--- src/cfg_fwd_consts.vh ---
`ifndef CFG_FWD_CONSTS_VH
`define CFG_FWD_CONSTS_VH

// Bus commands carried on C/BE[3:0] during the address phase.
`define CMD_SPECIAL     4'h1
`define CMD_CFG_READ    4'hA
`define CMD_CFG_WRITE   4'hB

// Configuration address type codes in address bits 1:0.
`define CFG_TYPE0       2'h0
`define CFG_TYPE1       2'h1

// Field positions of a configuration address.
`define TYPE_HI         1
`define TYPE_LO         0
`define REG_HI          7
`define REG_LO          2
`define FUNC_HI         10
`define FUNC_LO         8
`define DEV_HI          15
`define DEV_LO          11
`define BUS_HI          23
`define BUS_LO          16
`define IDSEL_HI        31
`define IDSEL_LO        16

// Field values that select special cycles and on-chip IDSEL lines.
`define DEV_ALL_ONES    5'h1F
`define FUNC_ALL_ONES   3'h7
`define REG_ZERO        6'h00
`define DEV_IDSEL_MAX   5'h0F
`define DEV_ZERO        5'h00
`define IDSEL_NONE      16'h0000
`define IDSEL_ONE       16'h0001

// Read data returned when the target bus ended in master abort.
`define ABORT_RDATA     32'hFFFFFFFF
`define WORD_ZERO       32'h00000000

// Forwarding decisions.
`define ACT_NONE        3'h0
`define ACT_TYPE0       3'h1
`define ACT_T1_DOWN     3'h2
`define ACT_T1_UP       3'h3
`define ACT_SPC_DOWN    3'h4
`define ACT_SPC_UP      3'h5

`endif

--- src/cfg_decode.v ---
`timescale 1ns/1ns
`default_nettype none
`include "cfg_fwd_consts.vh"

// Pure address-phase decode: which forwarding action applies and the
// address and command to be driven on the target bus.
module cfg_decode (
  input  wire        from_secondary, // Request was seen on the secondary bus
  input  wire [31:0] addr,           // Address-phase AD
  input  wire [3:0]  cmd,            // Address-phase command
  input  wire [7:0]  primary_bus,    // Primary bus number setting
  input  wire [7:0]  secondary_bus,  // Secondary bus number setting
  input  wire [7:0]  subordinate_bus,// Subordinate bus number setting
  output reg  [2:0]  action,         // Forwarding decision
  output reg  [31:0] fwd_addr,       // Address for the target bus
  output reg  [3:0]  fwd_cmd         // Command for the target bus
);

  function [15:0] idsel_of;
    input [4:0] dev;
    begin
      if (dev <= `DEV_IDSEL_MAX) begin
        idsel_of = `IDSEL_ONE << dev[3:0];
      end else begin
        idsel_of = `IDSEL_NONE;
      end
    end
  endfunction

  wire [1:0] typ   = addr[`TYPE_HI:`TYPE_LO];
  wire [5:0] regno = addr[`REG_HI:`REG_LO];
  wire [2:0] func  = addr[`FUNC_HI:`FUNC_LO];
  wire [4:0] dev   = addr[`DEV_HI:`DEV_LO];
  wire [7:0] bus   = addr[`BUS_HI:`BUS_LO];
  wire       is_cfg = (cmd == `CMD_CFG_READ) || (cmd == `CMD_CFG_WRITE);
  wire       is_wr  = (cmd == `CMD_CFG_WRITE);
  wire       spc_id = (dev == `DEV_ALL_ONES) && (func == `FUNC_ALL_ONES);
  wire       in_range_excl = (bus > secondary_bus) && (bus <= subordinate_bus);
  wire       in_range_incl = (bus >= secondary_bus) && (bus <= subordinate_bus);

  always @* begin
    action = `ACT_NONE;
    if (is_cfg && typ == `CFG_TYPE1) begin
      if (!from_secondary) begin
        if (bus == secondary_bus) begin
          if (is_wr && spc_id && regno == `REG_ZERO) begin
            action = `ACT_SPC_DOWN;
          end else begin
            action = `ACT_TYPE0;
          end
        end else if (in_range_excl) begin
          action = `ACT_T1_DOWN;
        end
      end else if (is_wr && spc_id) begin
        if (bus == primary_bus && regno == `REG_ZERO) begin
          action = `ACT_SPC_UP;
        end else if (!in_range_incl) begin
          action = `ACT_T1_UP;
        end
      end
    end
  end

  always @* begin
    fwd_addr = addr;
    fwd_cmd  = cmd;
    if (action == `ACT_TYPE0) begin
      // Type 0 is only ever built for the secondary bus.
      fwd_addr = {idsel_of(dev), `DEV_ZERO, addr[`FUNC_HI:`REG_LO],
                  `CFG_TYPE0};
    end else if (action == `ACT_SPC_DOWN || action == `ACT_SPC_UP) begin
      fwd_cmd = `CMD_SPECIAL;
    end
  end

endmodule
`default_nettype wire

--- src/config_cycle_forwarding.v ---
`timescale 1ns/1ns
`default_nettype none
`include "cfg_fwd_consts.vh"

// Overview of operation
// - Type 0 only produced downstream, never primary.
// - Claim Type 1 for secondary bus number.
// - Translated address: type 00b, device field zero.
// - Devices 0-15 get one-hot IDSEL bit.
// - Devices 10h-1Eh: no IDSEL, still forwarded.
// - Device 1Fh: special cycle or no IDSEL.
// - No IDSEL response means master abort.
// - Translated accesses delayed, one 32-bit transfer.
// - Forward Type 1 downstream within bus range.
// - Forward special-cycle Type 1 writes upstream.
// - Type 1 writes delayed, single transfer.
// - Ignore special cycles seen as target.
// - Type 1 write to 1Fh/7, register 0, addressed to the target bus becomes special cycle.
// - Special cycle: command replaced, address/data kept.
// - Special cycle master abort then TRDY retry.
// - Multiple transfers requested: disconnect first phase.
// - Ignore Type 0 from secondary bus.
module config_cycle_forwarding (
  input  wire        sys_clk,          // Clock, 10 MHz
  input  wire        rstn,             // Synchronous reset, active low
  input  wire [7:0]  primary_bus,      // Primary bus number setting
  input  wire [7:0]  secondary_bus,    // Secondary bus number setting
  input  wire [7:0]  subordinate_bus,  // Subordinate bus number setting
  input  wire        req_valid,        // Address phase of an initiator attempt
  input  wire        req_from_secondary, // Attempt seen on the secondary bus
  input  wire [31:0] req_addr,         // Address-phase AD
  input  wire [3:0]  req_cmd,          // Address-phase command
  input  wire [31:0] req_wdata,        // First data phase write data
  input  wire        req_multi,        // Initiator wants more than one data phase
  output wire        resp_claim,       // Bridge claims the attempt (DEVSEL)
  output wire        resp_retry,       // Claimed attempt is retried
  output wire        resp_trdy,        // Claimed attempt completes one data phase
  output wire        resp_disconnect,  // Disconnect with the completing phase
  output reg  [31:0] resp_rdata,       // Read data for the completing phase
  output reg         resp_master_abort,// Target bus ended in master abort
  output reg         out_valid,        // Transaction pending on the target bus
  output reg         out_on_secondary, // Target bus is the secondary bus
  output reg  [31:0] out_addr,         // Address for the target bus
  output reg  [3:0]  out_cmd,          // Command for the target bus
  output reg  [31:0] out_wdata,        // Write data for the target bus
  input  wire        out_done,         // Target bus transaction finished
  input  wire        out_master_abort, // Finished by master abort
  input  wire [31:0] out_rdata         // Read data from the target bus
);

  localparam [1:0] ST_IDLE  = 2'h0;
  localparam [1:0] ST_ISSUE = 2'h1;
  localparam [1:0] ST_CPL   = 2'h2;

  reg  [1:0]  state;
  reg  [1:0]  next_state;
  reg         held_from_secondary;
  reg  [31:0] held_addr;
  reg  [3:0]  held_cmd;
  reg  [31:0] held_wdata;
  reg  [2:0]  held_action;

  wire [2:0]  dec_action;
  wire [31:0] dec_addr;
  wire [3:0]  dec_cmd;

  cfg_decode u_decode (
    .from_secondary  (req_from_secondary),
    .addr            (req_addr),
    .cmd             (req_cmd),
    .primary_bus     (primary_bus),
    .secondary_bus   (secondary_bus),
    .subordinate_bus (subordinate_bus),
    .action          (dec_action),
    .fwd_addr        (dec_addr),
    .fwd_cmd         (dec_cmd)
  );

  function is_special;
    input [2:0] act;
    begin
      is_special = (act == `ACT_SPC_DOWN) || (act == `ACT_SPC_UP);
    end
  endfunction

  // A repeat must match direction, address and command; writes also data.
  wire same_req = (req_from_secondary == held_from_secondary) &&
                  (req_addr == held_addr) && (req_cmd == held_cmd) &&
                  ((req_cmd != `CMD_CFG_WRITE) || (req_wdata == held_wdata));

  wire target_side_secondary = !req_from_secondary;

  assign resp_claim      = req_valid && (dec_action != `ACT_NONE);
  // Only one delayed entry exists: every claimed attempt is retried until
  // its own completion is waiting, which limits throughput but not order.
  assign resp_trdy       = resp_claim && (state == ST_CPL) && same_req;
  assign resp_retry      = resp_claim && !resp_trdy;
  assign resp_disconnect = resp_trdy && req_multi;

  always @* begin
    next_state = state;
    case (state)
      ST_IDLE: begin
        if (resp_claim) begin
          next_state = ST_ISSUE;
        end
      end
      ST_ISSUE: begin
        if (out_done) begin
          next_state = ST_CPL;
        end
      end
      ST_CPL: begin
        if (resp_trdy) begin
          next_state = ST_IDLE;
        end
      end
      default: begin
        next_state = ST_IDLE;
      end
    endcase
  end

  // Next values of the entry, the target-bus request and the completion.
  reg         next_held_from_secondary;
  reg  [31:0] next_held_addr;
  reg  [3:0]  next_held_cmd;
  reg  [31:0] next_held_wdata;
  reg  [2:0]  next_held_action;
  reg         next_out_valid;
  reg         next_out_on_secondary;
  reg  [31:0] next_out_addr;
  reg  [3:0]  next_out_cmd;
  reg  [31:0] next_out_wdata;
  reg  [31:0] next_resp_rdata;
  reg         next_resp_master_abort;

  wire        in_idle    = (state == ST_IDLE);
  wire        in_issue   = (state == ST_ISSUE);
  wire        take_entry = in_idle && resp_claim;
  wire        target_end = in_issue && out_done;

  // The entry is written only from idle, so a retried attempt for some
  // other target can never overwrite the one that is in flight.
  always @* begin
    next_held_from_secondary = held_from_secondary;
    next_held_addr           = held_addr;
    next_held_cmd            = held_cmd;
    next_held_wdata          = held_wdata;
    next_held_action         = held_action;
    if (take_entry) begin
      next_held_from_secondary = req_from_secondary;
      next_held_addr           = req_addr;
      next_held_cmd            = req_cmd;
      next_held_wdata          = req_wdata;
      next_held_action         = dec_action;
    end
  end

  always @* begin
    next_out_valid        = out_valid;
    next_out_on_secondary = out_on_secondary;
    next_out_addr         = out_addr;
    next_out_cmd          = out_cmd;
    next_out_wdata        = out_wdata;
    if (take_entry) begin
      next_out_valid        = 1'h1;
      next_out_on_secondary = target_side_secondary;
      next_out_addr         = dec_addr;
      next_out_cmd          = dec_cmd;
      next_out_wdata        = req_wdata;
    end else if (target_end) begin
      next_out_valid        = 1'h0;
    end
  end

  always @* begin
    next_resp_rdata        = resp_rdata;
    next_resp_master_abort = resp_master_abort;
    if (take_entry) begin
      next_resp_master_abort = 1'h0;
    end else if (target_end) begin
      if (is_special(held_action)) begin
        // Special cycles always end in master abort; that is success.
        next_resp_master_abort = 1'h0;
        next_resp_rdata        = `WORD_ZERO;
      end else if (out_master_abort) begin
        next_resp_master_abort = 1'h1;
        next_resp_rdata        = `ABORT_RDATA;
      end else begin
        next_resp_master_abort = 1'h0;
        next_resp_rdata        = out_rdata;
      end
    end
  end

  // Each register has its own process, so its reset value sits right
  // beside the value it takes in normal operation.
  always @(posedge sys_clk) begin
    if (!rstn) begin
      state <= ST_IDLE;
    end else begin
      state <= next_state;
    end
  end

  always @(posedge sys_clk) begin
    if (!rstn) begin
      held_from_secondary <= 1'h0;
    end else begin
      held_from_secondary <= next_held_from_secondary;
    end
  end

  always @(posedge sys_clk) begin
    if (!rstn) begin
      held_addr <= `WORD_ZERO;
    end else begin
      held_addr <= next_held_addr;
    end
  end

  always @(posedge sys_clk) begin
    if (!rstn) begin
      held_cmd <= `CMD_CFG_READ;
    end else begin
      held_cmd <= next_held_cmd;
    end
  end

  always @(posedge sys_clk) begin
    if (!rstn) begin
      held_wdata <= `WORD_ZERO;
    end else begin
      held_wdata <= next_held_wdata;
    end
  end

  always @(posedge sys_clk) begin
    if (!rstn) begin
      held_action <= `ACT_NONE;
    end else begin
      held_action <= next_held_action;
    end
  end

  always @(posedge sys_clk) begin
    if (!rstn) begin
      out_valid <= 1'h0;
    end else begin
      out_valid <= next_out_valid;
    end
  end

  always @(posedge sys_clk) begin
    if (!rstn) begin
      out_on_secondary <= 1'h0;
    end else begin
      out_on_secondary <= next_out_on_secondary;
    end
  end

  always @(posedge sys_clk) begin
    if (!rstn) begin
      out_addr <= `WORD_ZERO;
    end else begin
      out_addr <= next_out_addr;
    end
  end

  always @(posedge sys_clk) begin
    if (!rstn) begin
      out_cmd <= `CMD_CFG_READ;
    end else begin
      out_cmd <= next_out_cmd;
    end
  end

  always @(posedge sys_clk) begin
    if (!rstn) begin
      out_wdata <= `WORD_ZERO;
    end else begin
      out_wdata <= next_out_wdata;
    end
  end

  always @(posedge sys_clk) begin
    if (!rstn) begin
      resp_rdata <= `WORD_ZERO;
    end else begin
      resp_rdata <= next_resp_rdata;
    end
  end

  always @(posedge sys_clk) begin
    if (!rstn) begin
      resp_master_abort <= 1'h0;
    end else begin
      resp_master_abort <= next_resp_master_abort;
    end
  end

endmodule
`default_nettype wire

--- config.mk ---
export PLATFORM = sky130hd
export DESIGN_NAME = config_cycle_forwarding
export DESIGN_NICKNAME = d
export VERILOG_FILES = /design/src/cfg_decode.v /design/src/config_cycle_forwarding.v
export VERILOG_INCLUDE_DIRS = /design/src
export SDC_FILE = /design/constraint.sdc
export NUM_CORES = 1
export LEC_CHECK = 0
export BUFFER_PORTS_ARGS = -buffer_cell sky130_fd_sc_hd__buf_2
export CORE_MARGIN = 1
export CORE_UTILIZATION = 50
export CTS_CLUSTER_SIZE = 24
export DETAILED_ROUTE_END_ITERATION = 12
export PLACE_DENSITY = 0.92
export SYNTH_ARGS = -nofsm -noshare
export SYNTH_HDL_FRONTEND = slang
export SYNTH_SLANG_ARGS = --single-unit
export TNS_END_PERCENT = 5
--- constraint.sdc ---
create_clock -name sys_clk -period 3 [get_ports sys_clk]
set_input_delay 0.3 -clock sys_clk [delete_from_list [all_inputs] [get_ports sys_clk]]
set_output_delay 0.3 -clock sys_clk [all_outputs]
set_load 0.005 [all_outputs]
==> results of run 1 <==
critical path: cells and delay by family, from the launching register on:
| kind | cells | cell delay, ns |
|---|---|---|
| XOR/XNOR | 1 | 0.20 |
| buffers and inverters | 2 | 0.29 |
| AO/OA/AOI/OAI | 1 | 0.15 |
| flip-flops | 1 | 0.33 |
| AND/OR/NAND/NOR | 5 | 1.13 |
sequential cells by signal, indices dropped and copies added, names as in the netlist, 2 cells and up:
name / flops
held_addr: 32
state: 2
held_cmd: 4
out_addr: 23
out_cmd: 4
resp_rdata: 32
out_wdata: 32
held_action: 2
area by class of cell:
cell class                 instances  area, um2  area share
clock inverter                    12        175      0.0206
timing repair buffer             253       1340       0.158
tap                              172        215      0.0253
multi-input combinational        584       3540       0.416
clock buffer                      20        447      0.0525
sequential                       135       2700       0.318
inverter                          21       80.1     0.00941
layer usage:
layer	up-vias	GRT usage	wire, um
met5	-	0	0
met4	0	0.0978	346
met3	32	0.0891	1870
met2	350	0.461	9580
met1	3106	0.321	7370
li1	3183	-	-
worst max-delay path by stage:
stage / start / endpoint / slack, ns / depth (start not counted)
4_1_cts: out_wdata[1]$_SDFFE_PN0P_ / resp_disconnect / 0.05 / 9
3_5_place_dp: req_addr[17] / out_wdata[5]$_SDFFE_PN0P_ / 0.27 / 11
2_1_floorplan: secondary_bus[1] / out_addr[30]$_SDFFE_PN0P_ / 0.59 / 12
3_3_place_gp: req_addr[17] / resp_disconnect / 0.35 / 11
6_report: out_wdata[0]$_SDFFE_PN0P_ / resp_disconnect / 0.19 / 9
5_1_grt: out_wdata[3]$_SDFFE_PN0P_ / resp_disconnect / 0.01 / 9
kinds of logic after synthesis:
family                   after synthesis  share of synthesized area
AND/OR/NAND/NOR                      300                      0.202
AO/OA/AOI/OAI                        190                      0.191
flip-flops                           135                      0.403
buffers and inverters                 87                     0.0712
XOR/XNOR                              77                      0.101
adder cells (fa/ha/maj)               16                     0.0298
multiplexers                           1                    0.00224
cell usage in the layout, fill, tap and decap left out, drive strengths merged, types with 3 or more instances in the layout:
cell	instances
buf	253
nor3	8
clkinvlp	3
xnor2	44
ha	16
nand2	204
o21ai	6
xor2	33
nor2	25
inv	21
a32o	5
clkbuf	20
and3	10
o211ai	36
a21oi	112
nand4	21
clkinv	5
dfxtp	135
nand2b	4
or3	5
o221a	16
nor4	12
bufinv	4
per-stage QoR:
stage	setup slack (ns)	cell area, um2
global placement	0.348	7870
CTS	0.0534	8490
detailed placement	0.267	7870
floorplan	0.589	6710
finish	0.187	8510
global route	0.0102	8510
report_power, final:
group / internal [uW] / leakage, uW / switching (uW)
clock: 1410 / 0.000296 / 792
combinational: 144 / 0.00236 / 203
sequential: 1800 / 0.00109 / 4.22
total: 3350 / 0.00375 / 999
==> qor.csv, run 1 <==
metric,value,unit
timing.slew.headroom,0.152,
viasPerCell,5.57,
setup_viol,0,
core_area,12900,um2
insertedDiodeCount,0,
cts-htree-levels,4,
wl_per_cell,16.0,um
hold_class,in -> reg,
ys_ff_latch,135,
grt_pass1_wl,30.4,mm
n_fill_cell,1048,
maxSlewViolCount,0,
overflow,0,
power.density,512,nW/um2
io_pins,238,
synth_top_area_cell,dfxtp_1,
clock_skew,0.0102,ns
place_congestion,0.835,
syn_area,6710,um2
reg2reg_depth,8,
synthCells,806,
cts.sinks,135,
leakagePower,0.00375,uW
cts_resized,0,
min_period_over_period,0.938,
nets,1159,
cts_made_buffers,17,
rsz0062_at_grt,no,
antenna_left,0,
grt_max_degree,61,
fin_cells,1197,
drc,0,
async_flop_share,0,
crit_path_max_incr_delay,0.35,ns
fin_crit,2.81,ns
drive_above_1_share,0.301,
max_clock_freq,355,MHz
maxCapViolations,0,
hold_depth,3,
drt-initial-drc-count,680,
yosysMostFrequentCell,nand2_1,
area_delta_synth_final,26.8,%
antenna_found_initial,0,
critPathCaptureType,output port,
path_max_fanout,3,
hold_path_startpoint,req_wdata[14],
postCtsSetupBuffers,0,
yosys-top-cells-count,"203 x nand2_1, 135 x dfxtp_1, 111 x a21oi_1",
r2r_slack,0.94,ns
path_cells,xnor2_1 -> nand4_1 -> nor4_2 -> a21oi_1 -> nor4_1 -> buf_4 -> and3_1 -> and2_1 -> buf_2,
ys_types,56,
fp.dieW,118,um
hold_slack,0.139,ns
max-vdd-ir-drop,0.418,mV
cts_tree,yes,
critPathKind,reg -> out,
cp_slowest_cell,nor4_2,
row_count,41,
synth_seq_area_share,0.403,
finalHoldViolations,0,
tns,0,ns
finalWirelength,19.2,mm
dp_hpwl,13.5,mm
syn-num-nets,953,
grt_pass1_vias,6188,
yosysTopAreaCellShare,0.403,
ys_top_cells_by_area,"dfxtp_1 40%, nand2_1 11%, a21oi_1 8.3%",
hold_end,out_wdata[14]$_SDFFE_PN0P_,
cp-start-kind,register,
firstDrtPassIters,6,
place.port_buffers,237,
fp.dieH,118,um
p_total,4350,uW
cts.path.max_buffers,2,
worst_pin_slew,1.27,ns
status,"finished, final reports clean",
clk_pin_slew,0.06,ns
globalRouteTotalUtil,0.273,
cp_data_arrival_time,2.51,ns
place_inst,1165,
start_util,0.521,
r2r-start,out_wdata[0]$_SDFFE_PN0P_,
post-route-util,0.661,
synth-edff-count,0,
postCtsHoldBufs,0,
dieArea,13900,um2
root_buffer,clkbuf_16,
vias,6671,
rr_endpoint,state[1]$_SDFFE_PN0P_,
syn_area_per_cell,8.33,um2
ys.flop_type,dfxtp_1,
clk_latency,0.42,ns
required,2.70,ns
yosysWarnings,0,
Power figures use the tool's default switching activity.
==> run 2, diff against run 1 <==
--- a/config.mk
+++ b/config.mk
@@ -6,7 +6,7 @@
 export SDC_FILE = /design/constraint.sdc
 export NUM_CORES = 1
 export LEC_CHECK = 0
-export BUFFER_PORTS_ARGS = -buffer_cell sky130_fd_sc_hd__buf_2
+export BUFFER_PORTS_ARGS = -buffer_cell sky130_fd_sc_hd__buf_4
 export CORE_MARGIN = 1
 export CORE_UTILIZATION = 50
 export CTS_CLUSTER_SIZE = 24
==> qor.csv, run 2 (synthesized netlist as in run 1, its figures left out) <==
metric,value,unit,change
status,"finished, final reports clean",,
grt_pass1_wl,31.1,mm,+2.1%
wl_per_cell,16.4,um,+2.4%
firstDrtPassIters,5,,-1
critPathKind,reg -> out,,
fp.dieH,118,um,unchanged
crit_path_max_incr_delay,0.34,ns,about the same
place.port_buffers,237,,unchanged
drive_above_1_share,0.302,,+0.000976
globalRouteTotalUtil,0.282,,+0.00892
internal-power,3260,uW,-2.8%
setup_viol,0,,unchanged
hold_slack,0.140,ns,+0.00112 ns
postCtsSetupBuffers,0,,unchanged
drt-initial-drc-count,490,,-28%
maxSlewViolCount,0,,unchanged
hold_class,in -> reg,,
power.density,466,nW/um2,-9.0%
timing.slew.headroom,0.522,,+0.370
globalRouteMet3Util,0.0867,,-0.00242
nets,1159,,unchanged
viasPerCell,5.51,,-1.2%
cts-htree-levels,4,,unchanged
antenna_left,0,,unchanged
tns,0,ns,unchanged
max-vdd-ir-drop,0.404,mV,-3.3%
final_area,9060,um2,+6.6%
p_seq_frac,0.427,,+0.013
maxCapViolations,0,,unchanged
power.share.switching,0.228,,-0.00135
start_util,0.521,,unchanged
grt_use_met2,0.479,,+0.0176
antenna_found_initial,0,,unchanged
dieArea,13900,um2,unchanged
cp_data_arrival_time,2.48,ns,-0.03 ns
pwr-share-comb,0.094,,+0.014
cp-start-kind,register,,
drc,0,,unchanged
fin_crit,2.78,ns,-0.0314 ns
overflow,0,,unchanged
grt_use_met1,0.322,,+0.000804
clk_latency,0.42,ns,about the same
finalHoldViolations,0,,unchanged
cts_made_buffers,17,,unchanged
critPathCaptureType,output port,,
final_common_cell,buf_4,,
clk_pin_slew,0.06,ns,about the same
root_buffer,clkbuf_16,,
post_dp_cell_area,8460,um2,+7.5%
largestRegisters,"held_addr x32, out_wdata x32, resp_rdata x32",,
p_clk_frac,0.479,,-0.027
row_count,41,,unchanged
leakagePower,0.00384,uW,+2.5%
io_pins,238,,unchanged
path_max_fanout,3,,unchanged
rsz0062_at_grt,no,,
grt-busiest-layer,met2,,
critPathTopFamily,simple AND/OR/NAND/NOR gates,,
core_area,12900,um2,unchanged
finalWirelength,19.6,mm,+2.4%
cts.sinks,135,,unchanged
cts_tree,yes,,
required,2.70,ns,about the same
grt_pass1_vias,6269,,+1.3%
final_cell_mix,"250 x buf_4, 203 x nand2_1, 135 x dfxtp_1, 111 x a21oi_1, 44 x xnor2_1",,
fp.dieW,118,um,unchanged
crit_buf_inv,2,,unchanged
grt_max_degree,77,,+26%
insertedDiodeCount,0,,unchanged
path_cells,xnor2_1 -> nand4_1 -> nor4_2 -> a21oi_1 -> nor4_2 -> buf_4 -> and3_1 -> and2_1 -> buf_4,,
area_delta_synth_final,35.1,%,
min_period_over_period,0.927,,-0.0105
cp_slowest_cell,dfxtp_1,,
worst_pin_slew,0.717,ns,-0.555 ns
dp_hpwl,13.9,mm,+2.8%
switching_power,963,uW,-3.5%
clock_skew,0.00879,ns,-0.00140 ns
cts.path.max_buffers,2,,unchanged
vias,6590,,-1.2%
place_congestion,0.878,,+5.1%
max_clock_freq,359,MHz,+1.1%
-- run 2: cell types whose count changed in the layout (fill, tap and decap cells not counted), moves of 2 or more --
cell	before	now
buf_4	13	250
bufinv_16	4	1
clkinvlp_4	3	1
buf_2	237	0
clkbuf_8	1	6
-- run 2: final cells by class --
class	instances	area, um2
fillers	970	3810
multi-input cells	584	3550
flip-flops and latches	135	2700
repair buffers	253	1940
clock buffers	25	515
well taps	172	215
inverters	21	80.1
clock inverters	7	66.3
-- run 2: metal layers --
layer,wire [um],vias to the layer above
li1,-,3177
met1,7580,3047
met2,9590,322
met3,1820,44
met4,637,0
met5,0,-
-- run 2: stage by stage --
step	utilization	power, uW	instances	setup WS (ns)
2_1_floorplan	-	2010	806	0.589
4_1_cts	0.703	4240	1197	0.0483
3_5_place_dp	0.657	2230	1165	0.281
3_3_place_gp	0.657	2220	1165	0.367
5_1_grt	0.704	4360	1197	0.0379
6_report	0.704	4220	1197	0.218
-- run 2: path summary, 6_finish.rpt --
path	from	end	slack [ns]	depth (start not counted)
worst min register to register	resp_rdata[30]$_SDFFE_PN0P_	resp_rdata[30]$_SDFFE_PN0P_	0.45	2
worst max register to register	out_wdata[2]$_SDFFE_PN0P_	state[1]$_SDFFE_PN0P_	1.00	8
worst min-delay path	req_wdata[27]	out_wdata[27]$_SDFFE_PN0P_	0.14	3
worst max-delay path	out_wdata[2]$_SDFFE_PN0P_	resp_disconnect	0.22	9
-- run 2: power groups by stage --
stage	combinational [uW]	sequential (uW)	clock, uW
2_1_floorplan	172	1840	0
3_3_place_gp	381	1840	0
3_5_place_dp	389	1840	0
4_1_cts	395	1800	2040
5_1_grt	427	1800	2130
6_report	396	1800	2020
-- run 2: worst register-to-register path, cell delays in order, from the launching register on --
cell	delay, ns
dfxtp_1	0.34
xnor2_1	0.23
nand4_1	0.16
nor4_2	0.34
a21oi_1	0.16
nor4_2	0.27
buf_4	0.17
a311o_1	0.16
a21oi_1	0.06
-- run 2: what timing repair did --
action,4_1_cts,5_1_grt
pin swaps,0,2
endpoints found under the setup margin,1,2
hold buffers,0,0
gates resized for setup,1,2
==> run 3, diff against run 2 <==
--- a/config.mk
+++ b/config.mk
@@ -6,6 +6,7 @@
 export SDC_FILE = /design/constraint.sdc
 export NUM_CORES = 1
 export LEC_CHECK = 0
+export ABC_AREA = 1
 export BUFFER_PORTS_ARGS = -buffer_cell sky130_fd_sc_hd__buf_4
 export CORE_MARGIN = 1
 export CORE_UTILIZATION = 50
==> qor.csv, run 3 <==
metric,value,unit,change
hold_path_startpoint,out_rdata[21],,
synthCells,998,,+24%
ys_types,35,,-38%
cts.path.max_buffers,2,,unchanged
tns,0,ns,unchanged
synth_simple_gate_area_frac,0.252,,+0.0494
cts_made_buffers,17,,unchanged
maxSlewViolCount,0,,unchanged
dp_slack,0.304,ns,+0.0230 ns
hold_end,resp_rdata[21]$_SDFFE_PN0P_,,
cp_data_arrival_time,2.34,ns,-0.14 ns
cts_resized,0,,-1
ys_top_cells_by_area,"dfxtp_1 39%, nand2_1 14%, a21oi_1 9.2%",,
power.density,451,nW/um2,-3.2%
synth_adder_area_share,0.0290,,-0.000822
yosysWarnings,0,,unchanged
syn_area_per_cell,6.91,um2,-17%
cp-start-kind,input port,,
critPathTopFamily,simple AND/OR/NAND/NOR gates,,
fp.dieW,119,um,+1.4%
yosysMostFrequentCell,nand2_1,,
cts_tree,yes,,
syn_area,6900,um2,+2.8%
fin_cells,1392,,+16%
antenna_left,0,,unchanged
postCtsHoldBufs,0,,unchanged
drive_above_1_share,0.238,,-0.0648
muxShareOfSynthArea,0,,-0.00224
grt_max_degree,90,,+17%
crit_top_cell,nand2_1,,
syn-num-nets,1145,,+20%
final_common_cell,nand2_1,,
ys_ff_latch,135,,unchanged
worst_pin_slew,1.09,ns,+0.369 ns
finalHoldViolations,0,,unchanged
dieArea,14300,um2,+2.8%
timing.slew.headroom,0.276,,-0.246
area_delta_synth_final,33.3,%,
firstDrtPassIters,5,,unchanged
clk_pin_slew,0.05,ns,about the same
postCtsSetupBuffers,0,,unchanged
leakagePower,0.00428,uW,+11%
max-vdd-ir-drop,0.388,mV,-4.0%
place.port_buffers,237,,unchanged
async_flop_share,0,,unchanged
antenna_found_initial,0,,unchanged
setup_viol,0,,unchanged
synth-edff-count,0,,unchanged
synth-compound-area-share,0.171,,-0.0199
fin_crit,2.64,ns,-0.143 ns
start_util,0.517,,-0.00417
maxCapViolations,0,,unchanged
largestRegisters,"held_addr x32, out_wdata x32, resp_rdata x32",,
wl_per_cell,14.8,um,-9.6%
hold_class,in -> reg,,
status,"finished, final reports clean",,
cp_slowest_cell,ha_1,,
hold_depth,3,,unchanged
root_buffer,clkbuf_16,,
r2r-start,held_addr[7]$_SDFFE_PN0P_,,
yosysTopAreaCellShare,0.392,,-0.0111
ys.flop_type,dfxtp_1,,
row_count,42,,+2.4%
drc,0,,unchanged
rsz0062_at_grt,no,,
yosys-top-cells-count,"255 x nand2_1, 135 x dfxtp_1, 127 x a21oi_1",,
crit_path_max_incr_delay,0.29,ns,-0.05 ns
critPathKind,in -> out,,
overflow,0,,unchanged
fp.dieH,119,um,+1.4%
place_inst,1362,,+17%
crit_buf_inv,3,,+1
synthXorXnorAreaFrac,0.0495,,-0.0510
vias,7418,,+13%
cts-htree-levels,4,,unchanged
globalRouteTotalUtil,0.290,,+0.00809
synth_top_family_by_area,simple AND/OR/NAND/NOR gates,,
nets,1352,,+17%
clk_latency,0.42,ns,about the same
reg2reg_depth,10,,+2
clock_skew,0.0122,ns,+0.00345 ns
synth_top_area_cell,dfxtp_1,,
io_pins,238,,unchanged
drt-initial-drc-count,633,,+29%
viasPerCell,5.33,,-3.2%
grt_pass1_wl,32.8,mm,+5.6%
required,2.70,ns,about the same
min_period_over_period,0.880,,-0.0476
insertedDiodeCount,0,,unchanged
path_cells,buf_4 -> ha_1 -> nand2_1 -> nor2_1 -> nand4_1 -> nand2_1 -> nand2_1 -> a21oi_1 -> nand3_1 -> nand3_2 -> nand2_1 -> inv_1 -> nand2_1 -> nor2_1 -> buf_4,,
grt_pass1_vias,7037,,+12%
rr_endpoint,state[1]$_SDFFE_PN0P_,,
core_area,13300,um2,+3.7%
r2r_slack,1.15,ns,+0.15 ns
place_congestion,0.867,,-1.2%
finalWirelength,20.6,mm,+5.1%
cts.sinks,135,,unchanged
critPathCaptureType,output port,,
final_cell_mix,"255 x nand2_1, 244 x buf_4, 135 x dfxtp_1, 127 x a21oi_1, 102 x nor2_1",,
dp_hpwl,14.7,mm,+5.8%
finalWorstSetupSlack,0.361,ns,+0.143 ns
synth_seq_area_share,0.392,,-0.0111
path_max_fanout,6,,+3
max_clock_freq,379,MHz,+5.4%
==> run 3: cell count changes in the layout (fill, tap and decap cells not counted), moves of 16 or more <==
| cell | delta |
|---|---|
| nand2_1 | +52 |
| o21ai_0 | +62 |
| inv_1 | +80 |
| a21oi_1 | +16 |
| o211ai_1 | -35 |
| nor2_1 | +80 |
| xor2_1 | -26 |
==> run 3: logic make-up after synthesis <==
| logic type | count (synthesis) |
|---|---|
| buffers and inverters | 161 |
| AOI/OAI and AO/OA | 227 |
| adders and majority gates | 16 |
| and+or+nand+nor | 420 |
| DFF | 135 |
| xor gates and xnor gates | 39 |
==> run 3: per-stage QoR <==
step	power, uW	util	hold slack (ns)	instance area (um2)
after floorplan	2040	-	0.434	6900
final	4150	0.689	0.114	9200
after global routing	4290	0.689	0.113	9200
after detailed placement	2260	0.649	0.430	8660
after CTS	4160	0.689	0.105	9200
after global placement	2250	0.649	0.427	8660
==> run 3: power by group <==
group	switching [uW]	total (uW)	internal, uW
clock network	728	1920	1190
logic	220	421	201
registers	6.03	1810	1800
total	954	4150	3200
==> run 3: worst max-delay path by stage <==
stage,startpoint,endpoint,slack (ns),depth (start not counted)
after floorplan,secondary_bus[7],out_addr[21]$_SDFFE_PN0P_,0.88,16
after global placement,req_addr[23],out_wdata[21]$_SDFFE_PN0P_,0.46,15
after detailed placement,req_addr[23],out_wdata[21]$_SDFFE_PN0P_,0.30,15
after CTS,req_addr[23],resp_disconnect,0.38,15
after global routing,req_addr[23],resp_disconnect,0.19,15
final,req_addr[23],resp_disconnect,0.36,15
==> run 3: per-layer routing <==
metal | up-vias | track usage | part of all wire
met4 | 0 | 0.117 | 0.028
met3 | 42 | 0.0785 | 0.092
met5 | - | 0 | 0
li1 | 3614 | - | -
met2 | 387 | 0.475 | 0.47
met1 | 3375 | 0.359 | 0.41
==> run 3: layout make-up <==
cell class                      instances  area [um2]
Clock buffer                           26         489
Clock inverter                          4        45.0
Fill cell                            1094        4150
Inverter                              102         383
Multi-Input combinational cell        702        3470
Sequential cell                       135        2700
Tap cell                              176         220
Timing Repair Buffer                  247        1890
==> run 3: tightest hold or removal path, delay by kind of cell <==
family | cells | cell delay, ns
compound gates | 1 | 0.05
buf+inv | 1 | 0.08
simple gates | 1 | 0.07
